<file path="config.mk">
export PLATFORM = sky130hd
export DESIGN_NAME = residual_inst_overcurrent_fn
export DESIGN_NICKNAME = d
export VERILOG_FILES = /design/src/common/rioc_pkg.sv /design/src/logic/level_sync.sv /design/src/logic/peak_selector.sv /design/src/logic/residual_inst_overcurrent_fn.sv
export SDC_FILE = /design/constraint.sdc
export NUM_CORES = 1
export LEC_CHECK = 0
export ABC_AREA = 1
export BUFFER_PORTS_ARGS = -buffer_cell sky130_fd_sc_hd__clkbuf_2
export CAP_MARGIN = 20
export CORE_MARGIN = 1.5
export CORE_UTILIZATION = 57
export CTS_CLUSTER_SIZE = 12
export DETAILED_ROUTE_END_ITERATION = 8
export GPL_ROUTABILITY_DRIVEN = 0
export GPL_TIMING_DRIVEN = 0
export PLACE_DENSITY = 0.87
export REMOVE_ABC_BUFFERS = 1
export SETUP_SLACK_MARGIN = 0.2
export SYNTH_ARGS = -nofsm -noshare
export SYNTH_HDL_FRONTEND = slang
export SYNTH_SLANG_ARGS = --single-unit
</file>
<file path="constraint.sdc">
create_clock -name clk_i -period 4.8 [get_ports clk_i]
set_input_delay 0.96 -clock clk_i [delete_from_list [all_inputs] [get_ports clk_i]]
set_output_delay 0.96 -clock clk_i [all_outputs]
set_load 0.02 [all_outputs]
</file>
<file path="src/common/rioc_pkg.sv">
// Constants, register map and types for the residual instantaneous overcurrent block
package rioc_pkg;

  // ----------------------------------------------------------------
  // Bus and data widths
  // ----------------------------------------------------------------
  localparam int DATA_W   = 32;
  localparam int ADDR_W   = 8;
  localparam int SAMPLE_W = 16;
  localparam int PCT_W    = 12;
  localparam int CMP_W    = 21;

  // ----------------------------------------------------------------
  // Register byte offsets
  // ----------------------------------------------------------------
  localparam logic [ADDR_W-1:0] OFF_CONTROL    = 8'h00;
  localparam logic [ADDR_W-1:0] OFF_THRESHOLD  = 8'h04;
  localparam logic [ADDR_W-1:0] OFF_STATUS     = 8'h08;
  localparam logic [ADDR_W-1:0] OFF_IRQ_STATUS = 8'h0c;
  localparam logic [ADDR_W-1:0] OFF_IRQ_CLEAR  = 8'h10;
  localparam logic [ADDR_W-1:0] OFF_IRQ_ENABLE = 8'h14;
  localparam logic [ADDR_W-1:0] OFF_MEASURED   = 8'h18;
  localparam logic [ADDR_W-1:0] OFF_EFFECTIVE  = 8'h1c;

  // ----------------------------------------------------------------
  // Field positions
  // ----------------------------------------------------------------
  localparam int STATUS_INTERNAL_BIT = 0;
  localparam int STATUS_GENERAL_BIT  = 1;
  localparam int STATUS_DOUBLE_BIT   = 2;
  localparam int STATUS_BLOCK_BIT    = 3;
  localparam int IRQ_RISE_BIT        = 0;
  localparam int IRQ_FALL_BIT        = 1;
  localparam int IRQ_W               = 2;

  // ----------------------------------------------------------------
  // Threshold setting and scaling
  // ----------------------------------------------------------------
  localparam logic [PCT_W-1:0] THRESHOLD_MIN   = 12'h014;  // 20 %
  localparam logic [PCT_W-1:0] THRESHOLD_MAX   = 12'hbb8;  // 3000 %
  localparam logic [PCT_W-1:0] THRESHOLD_RESET = 12'h0c8;  // 200 %
  localparam logic [7:0]       COUNTS_PER_PCT  = 8'h08;    // Nominal current scale

  // ----------------------------------------------------------------
  // Peak selection window, samples per network period
  // ----------------------------------------------------------------
  localparam logic [7:0] PEAK_WINDOW = 8'h14;

  // ----------------------------------------------------------------
  // Operating selection
  // ----------------------------------------------------------------
  typedef enum logic [1:0] {
    MODE_OFF  = 2'h0,
    MODE_PEAK = 2'h1,
    MODE_FUND = 2'h2
  } mode_t;

endpackage : rioc_pkg

</file>
<file path="src/logic/level_sync.sv">
// Two-stage synchroniser for the user-defined binary inputs
`timescale 1ns/1ps
module level_sync
  import rioc_pkg::*;
(
  input  wire logic       clk_i,
  input  wire logic       rst_i,
  input  wire logic [1:0] async_i,
  output logic      [1:0] sync_o
);

  // ----------------------------------------------------------------
  // State
  // ----------------------------------------------------------------
  typedef struct packed {
    logic [1:0] first;
    logic [1:0] second;
  } sync_state_t;

  sync_state_t state;
  sync_state_t next_state;

  // First stage only feeds the second, to let metastability settle
  always_comb
  begin
    next_state.first  = async_i;
    next_state.second = state.first;
  end

  // Register the state
  always_ff @(posedge clk_i)
  begin
    if (rst_i)
      state <= '0;
    else
      state <= next_state;
  end

  assign sync_o = state.second;

endmodule : level_sync

</file>
<file path="src/logic/peak_selector.sv">
// Peak magnitude selection over the residual current samples
`timescale 1ns/1ps
module peak_selector
  import rioc_pkg::*;
(
  input  wire logic                clk_i,
  input  wire logic                rst_i,
  input  wire logic [SAMPLE_W-1:0] sample_i,
  input  wire logic                sample_valid_i,
  output logic      [SAMPLE_W-1:0] peak_o,
  output logic                     peak_valid_o
);

  // ----------------------------------------------------------------
  // State
  // ----------------------------------------------------------------
  typedef struct packed {
    logic [7:0]          count;
    logic [SAMPLE_W-1:0] running;
    logic [SAMPLE_W-1:0] held;
    logic [SAMPLE_W-1:0] peak;
    logic                valid;
  } peak_state_t;

  peak_state_t         state;
  peak_state_t         next_state;
  logic [SAMPLE_W-1:0] magnitude;
  logic [SAMPLE_W-1:0] run_max;

  // Absolute value; the most negative code maps to its true magnitude
  assign magnitude = sample_i[SAMPLE_W-1] ? SAMPLE_W'(~sample_i + 1'b1) : sample_i;
  assign run_max   = (magnitude > state.running) ? magnitude : state.running;

  // Peak is the larger of the last full window and the window in progress,
  // so a rising fault shows on its first sample, not a period later
  always_comb
  begin
    next_state       = state;
    next_state.valid = 1'b0;
    if (sample_valid_i)
    begin
      next_state.valid = 1'b1;
      next_state.peak  = (run_max > state.held) ? run_max : state.held;
      if (state.count == PEAK_WINDOW - 8'h01)
      begin
        next_state.count   = 8'h00;
        next_state.held    = run_max;
        next_state.running = '0;
      end
      else
      begin
        next_state.count   = state.count + 8'h01;
        next_state.running = run_max;
      end
    end
  end

  // Register the state
  always_ff @(posedge clk_i)
  begin
    if (rst_i)
      state <= '0;
    else
      state <= next_state;
  end

  assign peak_o       = state.peak;
  assign peak_valid_o = state.valid;

endmodule : peak_selector

</file>
<file path="src/logic/residual_inst_overcurrent_fn.sv">
// Residual instantaneous overcurrent function with Wishbone register access
//
// Contract
// - Mode is off, peak or fundamental; resets to off; no trip while off.
// - Start threshold is a percentage, 20 to 3000, step 1, reset 200.
// - Doubling input makes the comparison use twice the start threshold.
// - Block input suppresses the general trip whatever the current.
// - Internal trip follows the comparison with no added delay.
// - Comparison is strictly greater than; equality does not trip.
// - Peak mode derives peak magnitude from the residual samples.
// - Peak value used in peak mode, fundamental RMS in fundamental mode.
// - General trip is internal trip qualified by the block input.
// - Fundamental mode may be slower; peak mode responds within a sub-cycle.
// - Both quantities come from residual samples, not phase currents.
`timescale 1ns/1ps
module residual_inst_overcurrent_fn
  import rioc_pkg::*;
(
  input  wire logic                       clk_i,
  input  wire logic                       rst_i,
  // Wishbone classic slave
  input  wire logic                       cyc_i,
  input  wire logic                       stb_i,
  input  wire logic                       we_i,
  input  wire logic [rioc_pkg::ADDR_W-1:0] adr_i,
  input  wire logic [3:0]                 sel_i,
  input  wire logic [rioc_pkg::DATA_W-1:0] dat_i,
  output logic      [rioc_pkg::DATA_W-1:0] dat_o,
  output logic                            ack_o,
  // Residual current front end
  input  wire logic [rioc_pkg::SAMPLE_W-1:0] residual_sample_i,
  input  wire logic                       sample_valid_i,
  input  wire logic [rioc_pkg::SAMPLE_W-1:0] residual_fund_rms_i,
  // User-defined binary inputs
  input  wire logic                       threshold_double_in_i,
  input  wire logic                       function_block_in_i,
  // Trip outputs
  output logic                            internal_trip_o,
  output logic                            general_trip_out_o,
  output logic                            trip_rise_event_o,
  output logic                            trip_fall_event_o,
  output logic                            irq_o
);

  // ----------------------------------------------------------------
  // State
  // ----------------------------------------------------------------
  typedef struct packed {
    mode_t               mode;
    logic [PCT_W-1:0]    start_threshold;
    logic [SAMPLE_W-1:0] measured;
    logic                internal_trip;
    logic                general_trip;
    logic                rise_event;
    logic                fall_event;
    logic [IRQ_W-1:0]    irq_status;
    logic [IRQ_W-1:0]    irq_enable;
    logic                ack;
    logic [DATA_W-1:0]   rdata;
  } core_state_t;

  core_state_t state;
  core_state_t next_state;

  // ----------------------------------------------------------------
  // Address decode
  // ----------------------------------------------------------------
  // Word match on the aligned byte address
  function automatic logic reg_hit(input logic [ADDR_W-1:0] adr,
                                   input logic [ADDR_W-1:0] off);
    reg_hit = (adr[ADDR_W-1:2] == off[ADDR_W-1:2]);
  endfunction : reg_hit

  // ----------------------------------------------------------------
  // Input conditioning
  // ----------------------------------------------------------------
  logic [1:0]          user_sync;
  logic                double_sync;
  logic                block_sync;
  logic [SAMPLE_W-1:0] peak_value;
  logic                peak_valid;

  // User inputs come from configurable logic of unknown timing, so resync
  level_sync u_level_sync (
    .clk_i   (clk_i),
    .rst_i   (rst_i),
    .async_i ({function_block_in_i, threshold_double_in_i}),
    .sync_o  (user_sync)
  );

  assign double_sync = user_sync[0];
  assign block_sync  = user_sync[1];

  // Peak magnitude of the residual samples
  peak_selector u_peak_selector (
    .clk_i          (clk_i),
    .rst_i          (rst_i),
    .sample_i       (residual_sample_i),
    .sample_valid_i (sample_valid_i),
    .peak_o         (peak_value),
    .peak_valid_o   (peak_valid)
  );

  // ----------------------------------------------------------------
  // Threshold scaling
  // ----------------------------------------------------------------
  logic [CMP_W-1:0]    base_counts;
  logic [CMP_W-1:0]    effective_counts;
  logic [SAMPLE_W-1:0] selected_value;
  logic                selected_strobe;
  logic                over_threshold;

  // Percentage times counts per percent of nominal current
  assign base_counts = CMP_W'(state.start_threshold) * CMP_W'(COUNTS_PER_PCT);

  // Doubling is a left shift; the width keeps 2 x 3000 % without overflow
  assign effective_counts = double_sync ? CMP_W'({base_counts, 1'b0})
                                        : base_counts;

  // Pick the quantity by mode; the peak is one cycle behind the strobe
  always_comb
  begin
    selected_value  = '0;
    selected_strobe = 1'b0;
    unique case (state.mode)
      MODE_PEAK:
      begin
        selected_value  = peak_value;
        selected_strobe = peak_valid;
      end
      MODE_FUND:
      begin
        selected_value  = residual_fund_rms_i;
        selected_strobe = sample_valid_i;
      end
      default:
      begin
        selected_value  = '0;
        selected_strobe = 1'b0;
      end
    endcase
  end

  // Strict comparison so a value sitting on the setting does not trip
  assign over_threshold = ({{(CMP_W-SAMPLE_W){1'b0}}, selected_value}
                           > effective_counts);

  // ----------------------------------------------------------------
  // Bus access decode
  // ----------------------------------------------------------------
  logic             bus_req;
  logic             bus_write;
  logic [PCT_W-1:0] wr_threshold;
  logic [1:0]       wr_mode;
  logic             wr_threshold_ok;
  logic             wr_mode_ok;

  // New request only while no ack is pending, so each cycle acts once
  assign bus_req   = cyc_i && stb_i && !state.ack;
  assign bus_write = bus_req && we_i;

  assign wr_threshold    = dat_i[PCT_W-1:0];
  assign wr_mode         = dat_i[1:0];
  // Out-of-range percentages are refused and the old setting stands
  assign wr_threshold_ok = (wr_threshold >= THRESHOLD_MIN)
                        && (wr_threshold <= THRESHOLD_MAX);
  // Code 3 is not a mode; refusing it keeps the selection legal
  assign wr_mode_ok      = (wr_mode == MODE_OFF) || (wr_mode == MODE_PEAK)
                        || (wr_mode == MODE_FUND);

  // ----------------------------------------------------------------
  // Read mux
  // ----------------------------------------------------------------
  logic [DATA_W-1:0] read_word;

  // Unmapped and write-only addresses read as zero
  always_comb
  begin
    read_word = '0;
    if (reg_hit(adr_i, OFF_CONTROL))
      read_word[1:0] = state.mode;
    else if (reg_hit(adr_i, OFF_THRESHOLD))
      read_word[PCT_W-1:0] = state.start_threshold;
    else if (reg_hit(adr_i, OFF_STATUS))
    begin
      read_word[STATUS_INTERNAL_BIT] = state.internal_trip;
      read_word[STATUS_GENERAL_BIT]  = state.general_trip;
      read_word[STATUS_DOUBLE_BIT]   = double_sync;
      read_word[STATUS_BLOCK_BIT]    = block_sync;
    end
    else if (reg_hit(adr_i, OFF_IRQ_STATUS))
      read_word[IRQ_W-1:0] = state.irq_status;
    else if (reg_hit(adr_i, OFF_IRQ_ENABLE))
      read_word[IRQ_W-1:0] = state.irq_enable;
    else if (reg_hit(adr_i, OFF_MEASURED))
      read_word[SAMPLE_W-1:0] = state.measured;
    else if (reg_hit(adr_i, OFF_EFFECTIVE))
      read_word[CMP_W-1:0] = effective_counts;
  end

  // ----------------------------------------------------------------
  // Next state
  // ----------------------------------------------------------------
  logic             next_general;
  logic [IRQ_W-1:0] irq_set;
  logic [IRQ_W-1:0] irq_clear;

  always_comb
  begin
    next_state = state;

    // Bus handshake: ack one cycle after the request, dropped the next
    next_state.ack = bus_req;
    if (bus_req && !we_i)
      next_state.rdata = read_word;

    // Register writes; byte lane 0 carries the mode and interrupt enable fields
    if (bus_write && sel_i[0])
    begin
      if (reg_hit(adr_i, OFF_CONTROL) && wr_mode_ok)
        next_state.mode = mode_t'(wr_mode);
      if (reg_hit(adr_i, OFF_IRQ_ENABLE))
        next_state.irq_enable = dat_i[IRQ_W-1:0];
    end
    // The threshold spans two byte lanes and only moves as a whole
    if (bus_write && (sel_i[1:0] == 2'h3) && reg_hit(adr_i, OFF_THRESHOLD)
        && wr_threshold_ok)
      next_state.start_threshold = wr_threshold;

    // Comparison refreshed once per strobe of the selected quantity
    if (state.mode == MODE_OFF)
    begin
      next_state.internal_trip = 1'b0;
      next_state.measured      = '0;
    end
    else if (selected_strobe)
    begin
      next_state.measured      = selected_value;
      next_state.internal_trip = over_threshold;
    end

    // General trip follows internal trip unless blocked
    next_general            = state.internal_trip && !block_sync;
    next_state.general_trip = next_general;

    // Edge events for the event log
    next_state.rise_event = next_general && !state.general_trip;
    next_state.fall_event = !next_general && state.general_trip;

    // Sticky interrupt status; a new event beats a clear in the same cycle
    irq_set               = '0;
    irq_set[IRQ_RISE_BIT] = next_state.rise_event;
    irq_set[IRQ_FALL_BIT] = next_state.fall_event;
    irq_clear = (bus_write && sel_i[0] && reg_hit(adr_i, OFF_IRQ_CLEAR))
              ? dat_i[IRQ_W-1:0] : '0;
    next_state.irq_status = (state.irq_status & ~irq_clear) | irq_set;
  end

  // ----------------------------------------------------------------
  // State register
  // ----------------------------------------------------------------
  always_ff @(posedge clk_i)
  begin
    if (rst_i)
    begin
      state                 <= '0;
      state.mode            <= MODE_OFF;
      state.start_threshold <= THRESHOLD_RESET;
    end
    else
      state <= next_state;
  end

  // ----------------------------------------------------------------
  // Outputs
  // ----------------------------------------------------------------
  assign dat_o              = state.rdata;
  assign ack_o              = state.ack;
  assign internal_trip_o    = state.internal_trip;
  assign general_trip_out_o = state.general_trip;
  assign trip_rise_event_o  = state.rise_event;
  assign trip_fall_event_o  = state.fall_event;
  // Level interrupt while any enabled status bit is set
  assign irq_o              = |(state.irq_status & state.irq_enable);

endmodule : residual_inst_overcurrent_fn

</file>
; ---- Word level (Yosys, flattened, before mapping)
; Cells that the tools add are included.
[totals]
ff_bits = 121
latch_bits = 0
ram_bits = 0
mem_bits_ro = 0
in_bits = 84
word_cells = 105
memories = 0
[classes]
n_addsub = 2
n_mul = 0
div_mod_pow = 0
magnitude_cmp = 5
eq_ne = 13
shifts = 0
mux = 33
bitwise = 5
n_reduce_logical = 29
[op_table]
columns = op, n
row1 = 16-bit two-way mux, 11
row2 = 21-bit two-way mux, 6
row3 = 19-bit two-way mux, 3
row4 = 16-bit greater-than comparator, 3
row5 = 16-bit one-hot mux with 2 select lines, 1
row6 = "6-bit by 3-bit equality test with 1-bit output, second input constant", 4
row7 = 24-bit two-way mux, 1
row8 = 17-bit two-way mux, 1
row9 = "16-bit by 1-bit adder with 16-bit output, second input constant", 1
row10 = 16-bit NOT, 1
row11 = 1-bit logical AND, 14
row12 = "6-bit by 2-bit equality test with 1-bit output, second input constant", 2
row13 = "12-bit by 5-bit >= comparator with 1-bit output, second input constant", 1
row14 = "12-bit less-or-equal comparator, second input constant", 1
row15 = 12-bit two-way mux, 1
row16 = 9-bit two-way mux, 1
row17 = "8-bit by 1-bit adder with 8-bit output, second input constant", 1
row18 = "8-bit by 5-bit equality test with 1-bit output, second input constant", 1
row19 = 2-bit two-way mux, 4
row20 = "2-bit equality test, second input constant", 3
row21 = "6-bit by 1-bit equality test with 1-bit output, second input constant", 1
row22 = 6-bit zero test, 1
row23 = 2-bit AND reduction, 3
row24 = 1-bit zero test, 5
row25 = other kinds (11), 16

; ---- Logic depth before layout (Yosys ltp)
[depth]
word_depth = 19
mapped_depth = 33

; ---- Hierarchy
; Synthesis repeated with hierarchy kept, for this count alone.
[unflattened]
hier_cells = 1167
hier_area_um2 = 7724.9
[by_module_without_submodules]
columns = mod, n_inst, cells_per_inst, area_per_inst_um2
row1 = peak_selector, 1, 580, 3848.7
row2 = residual_inst_overcurrent_fn, 1, 575, 3766.1
row3 = level_sync, 1, 12, 110.1

; ---- Least setup slack after synthesis
; OpenSTA, ideal clock, no wires.
[synth_path]
kind = input -> register
start = input port residual_sample_i[0] (netlist bit)
end = register u_peak_selector.state, in the netlist u_peak_selector.peak_o[4]
setup_time_ps = 132
t_arrival_ps = 4090
required_time_ps = 4668
path_slack_ps = 577
cell_stages = 29
cell_sequence = inv_1 ha_1 nand2_1 nor2_2 nand4_1 nand3_1 nand2_1 ha_1 nand4_1 nor2_2 nand2_1 nand2_4 nand2_4 buf_6 nand2_2 nand2_2 ha_1 nand2_1 nor2_1 nand2_1 nor2_1 nand2_1 nand3_1 nand2_2 inv_2 buf_4 nand3_1 nand2_1 a21oi_1
[synth_between]
elab_chain_len = 7
[synth_rtl]
columns = element, line_no
row1 = start: declaration, residual_inst_overcurrent_fn.sv:31  ; input wire logic [rioc_pkg::SAMPLE_W-1:0] residual_sample_i,
row2 = 16-bit NOT, peak_selector.sv:31  ; assign magnitude = sample_i[SAMPLE_W-1] ? SAMPLE_W'(~sample_i + 1'b1) : sample_i;
row3 = 16-bit by 1-bit adder with 16-bit output, peak_selector.sv:31
row4 = 16-bit two-way mux *, peak_selector.sv:31
row5 = 16-bit greater-than comparator, peak_selector.sv:32  ; assign run_max = (magnitude > state.running) ? magnitude : state.running;
row6 = 16-bit two-way mux *, peak_selector.sv:32
row7 = via u_peak_selector.run_max[15], peak_selector.sv:28  ; logic [SAMPLE_W-1:0] run_max;
row8 = 16-bit greater-than comparator *, peak_selector.sv:43  ; next_state.peak = (run_max > state.held) ? run_max : state.held;
row9 = 16-bit two-way mux *, peak_selector.sv:43
row10 = end signal: assignment, peak_selector.sv:64  ; state <= next_state;
row11 = end: declaration, peak_selector.sv:25  ; peak_state_t state;
; The timed path passes the listed nets; every way through them passes the cells marked *.
; A chain may end at the register's enable or synchronous reset.

; ---- Worst setup path after layout
[layout_path]
start = input port residual_sample_i[0] (netlist bit)
end = register u_peak_selector.state, in the netlist u_peak_selector.peak_o[9]
; The elaborated chain is that of the path after synthesis.

==> results.cfg <==
[yosys]
synth.cell_area_um2 = 7280
ys_seq_elements = 116
synth.area.top_cells = sky130_fd_sc_hd__dfxtp_1, sky130_fd_sc_hd__nand2_1, sky130_fd_sc_hd__ha_1
yosys.area_share.simple_pct = 25.7
postSynthCellCount = 1076
synth.cells.most_frequent = sky130_fd_sc_hd__nand2_1, sky130_fd_sc_hd__inv_1, sky130_fd_sc_hd__a21oi_1
synth_area_leader_cell = sky130_fd_sc_hd__dfxtp_1
synth_cell_types = 43
async_flop_share_pct = 0
syn-mean-instance-area_um2 = 6.77
synth-compound-area-share_pct = 18.4
synth_most_common_cell = sky130_fd_sc_hd__nand2_1
synth-adder-area-share_pct = 8.59
synth_xor_area_share_pct = 0.945
synth.top_cell.area_share_pct = 31.9
combinational_family_with_the_most_area_after_synthesis = simple AND/OR/NAND/NOR gates
ys.flop_type = sky130_fd_sc_hd__dfxtp_1
muxShareOfSynthArea_pct = 0
synth_enable_flop_cells = 0
seq_area_frac_synth_pct = 31.9
synthesis.yosys.warnings = 0

[detailed_routing]
ant_nets = 0
route.detailed.wl_per_inst_um = 14.9
dr_total_vias = 7412
routed_via_density = 5.57
drcViolationCount = 0
drt_pre_antenna_iters = 6
dr.first_iter.drc_count = 861
drt-total-wl_um = 19800

[timing]
worst_clock_skew_ns = 0.0106
timing.fmax_ghz = 0.218
worst-slew-pin-transition_ns = 1.10
period_needed_ns = 4.59
final-setup-viol-count = 0
layout_worst_path_cycle_share_pct = 95.7
rsz0062_at_grt = true
max-slew-margin-rel_pct = 26.6
slew_viol_final = 0
post-route-worst-setup-slack_ns = 0.208
timing.final.hold_violations = 0

[layout]
multiInputGateArea_um2 = 4160
final_cell_count_no_fill = 1331
fin_nets = 1280
regArea_um2 = 2320
layout-area-overhead-vs-synth_pct = 17.5
layout.filler_cells = 1015
antennaDiodeCount = 0
layout-drive-gt1-share_pct = 18.8

[global_route]
via_count_of_the_first_global_routing_pass = 6352
largest_net_degree_at_the_start_of_global_routing = 53
grt_first_pass_wirelength_um = 28900
globalRouteOverflowTotal = 0
gr_usage_total_pct = 27.0
antenna_found_initial = 0

[placement]
numPlacedInstances = 1274
port_buffers = 81
placement.setup.worst_slack_ns = -0.409
place_hpwl_um = 13000

[clocking]
cts.reportedPaths.clkPinSlew_ns = 0.06
clk_root_buffer_cell = sky130_fd_sc_hd__clkbuf_16
hold_buffers = 0
ctsLongestPathBuffers = 2
tritoncts = yes
tritoncts.num_buffers = 17
worst_skew_pair.late_latency_ns = 0.43
cts_num_sinks = 116
ctsHtreeMaxLevel = 4

[power]
cellLeakagePower_nw = 3.65
pwr_density_cell_nw_per_um2 = 361
vdd.ir_drop.worst_uv = 260

[outcome]
outcome = complete, no violations

[job]
cap_violations = 0

[setup_path]
cp-start-kind = input pin
worst-setup-path-type = in2reg
crit_path_end_kind = flip-flop
worstPathMaxFanout = 8
critical_path_arrival_ns = 4.90
data_required_time_at_the_worst_endpoint_ns = 5.11

[die]
die-height_um = 116
initial_utilization_pct = 58.2
std_cell_rows = 41
design.portCount = 122
area_of_the_die_um2 = 13500
die_x_um = 116
core_area_um2 = 12500

[hold_path]
worst_hold_path_type = reg2reg
==> sequential cells by signal, summed over array words and instances, names as in the netlist <==
register and flops:
dat_o 16, u_peak_selector.state 40, ack_o 1, general_trip_out_o 1
trip_rise_event_o 1, u_level_sync.sync_o 2, trip_fall_event_o 1, internal_trip_o 1
u_level_sync.next_state 2, u_peak_selector.peak_valid_o 1, state 34, u_peak_selector.peak_o 16
==> layout make-up <==
| class | count | area share [%] |
|---|---|---|
| sequential | 116 | 27.1 |
| multi-input combinational | 743 | 48.6 |
| inverter | 162 | 7.25 |
| clock inverter | 11 | 1.48 |
| clock buffer | 21 | 5.50 |
| tap | 172 | 2.51 |
| timing repair buffer | 105 | 7.28 |
| timing repair inverter | 1 | 0.190 |
==> worst paths after layout <==
path	cells after the start	from	slack (ns)	endpoint
max	28	residual_sample_i[0]	0.21	u_peak_selector.peak_o[9]
min	2	u_level_sync.next_state[0]	0.40	u_level_sync.sync_o[0]
max reg2reg	21	u_peak_selector.state[48]	1.18	u_peak_selector.peak_o[9]
min reg2reg	2	u_level_sync.next_state[0]	0.40	u_level_sync.sync_o[0]
==> power by group <==
group | internal, mW | switching, mW | total (mW)
clock network | 0.805 | 0.471 | 1.28
logic | 0.281 | 0.490 | 0.771
registers | 1.01 | 0.0321 | 1.04
==> metal layers <==
| metal | routed length, um | vias up | track usage, % |
|---|---|---|---|
| met4 | 852 | 0 | 12.8 |
| li1 | - | 3616 | - |
| met2 | 9620 | 326 | 45.1 |
| met1 | 8100 | 3391 | 33.6 |
| met3 | 1200 | 79 | 5.18 |
| met5 | 0 | - | 0 |
==> cells in the final DEF, fill, tap and decap left out, drive strengths merged <==
cell,Yosys,final
nand2,242,244
inv,162,162
a21oi,122,122
dfxtp,116,116
clkbuf,23,102
nor2,81,81
o21ai,74,74
nand3,73,73
ha,50,50
o22ai,26,26
buf,49,24
conb,1,16
nand4,12,12
nor3,8,8
o211ai,6,6
clkinv,0,6
a22o,5,5
xor2,5,5
a211oi,5,5
clkinvlp,0,4
nor3b,3,3
xnor2,2,2
o2111ai,2,2
bufinv,0,2
nor4,2,2
a31oi,2,2
a21o,1,1
o221ai,1,1
nor4b,1,1
or2,1,1
o32ai,1,1
==> through the flow <==
stage / util, % / total power, mW / setup TNS, ns / instance area [um^2] / hold slack (ns)
floorplan: - / 1.45 / 0 / 6890 / 0.388
global placement: 60.0 / 1.60 / -6.00 / 7510 / 0.394
detailed placement: 60.3 / 1.62 / -5.69 / 7550 / 0.395
CTS: 65.2 / 2.90 / 0 / 8160 / 0.404
global route: 68.4 / 3.20 / -0.133 / 8560 / 0.432
finish: 68.4 / 3.09 / 0 / 8560 / 0.401
==> critical path, cell delays in order <==
cell and delay, ns:
sky130_fd_sc_hd__clkbuf_2 0.10, sky130_fd_sc_hd__inv_2 0.07, sky130_fd_sc_hd__ha_2 0.18, sky130_fd_sc_hd__nand2_2 0.08, sky130_fd_sc_hd__nor2_4 0.15, sky130_fd_sc_hd__nand4_1 0.12, sky130_fd_sc_hd__nand3_1 0.13, sky130_fd_sc_hd__nand2_1 0.09
sky130_fd_sc_hd__ha_1 0.30, sky130_fd_sc_hd__nand4_1 0.16, sky130_fd_sc_hd__nor2_2 0.19, sky130_fd_sc_hd__buf_4 0.14, sky130_fd_sc_hd__nand3_4 0.15, sky130_fd_sc_hd__buf_6 0.19, sky130_fd_sc_hd__nand3_1 0.12, sky130_fd_sc_hd__nand2_2 0.09
sky130_fd_sc_hd__ha_1 0.32, sky130_fd_sc_hd__nand2_1 0.09, sky130_fd_sc_hd__nor2_2 0.15, sky130_fd_sc_hd__nand2_1 0.08, sky130_fd_sc_hd__nor2_1 0.13, sky130_fd_sc_hd__nand2_1 0.15, sky130_fd_sc_hd__nand3_4 0.20, sky130_fd_sc_hd__nand2_8 0.14
sky130_fd_sc_hd__clkinv_8 0.10, sky130_fd_sc_hd__nand3_1 0.11, sky130_fd_sc_hd__nand2_1 0.13, sky130_fd_sc_hd__a21oi_2 0.06
==> logic make-up (layout without fill, tap and decap cells) <==
logic type | after synthesis | count (layout)
XOR/XNOR | 7 | 7
AND/OR/NAND/NOR | 423 | 425
other | 1 | 16
flip-flops | 116 | 116
adder cells (fa/ha/maj) | 50 | 50
AO/OA/AOI/OAI | 245 | 245
buffers and inverters | 234 | 300
==> repair_timing <==
item | in CTS | in global routing
gates resized for setup | 4 | 52
endpoints found under the hold margin | 0 | 0
setup endpoints to repair | 16 | 16
pin swaps | 0 | 17
gates cloned | 0 | 4
buffers inserted | 0 | 21
(Power assumes the default switching activity.)
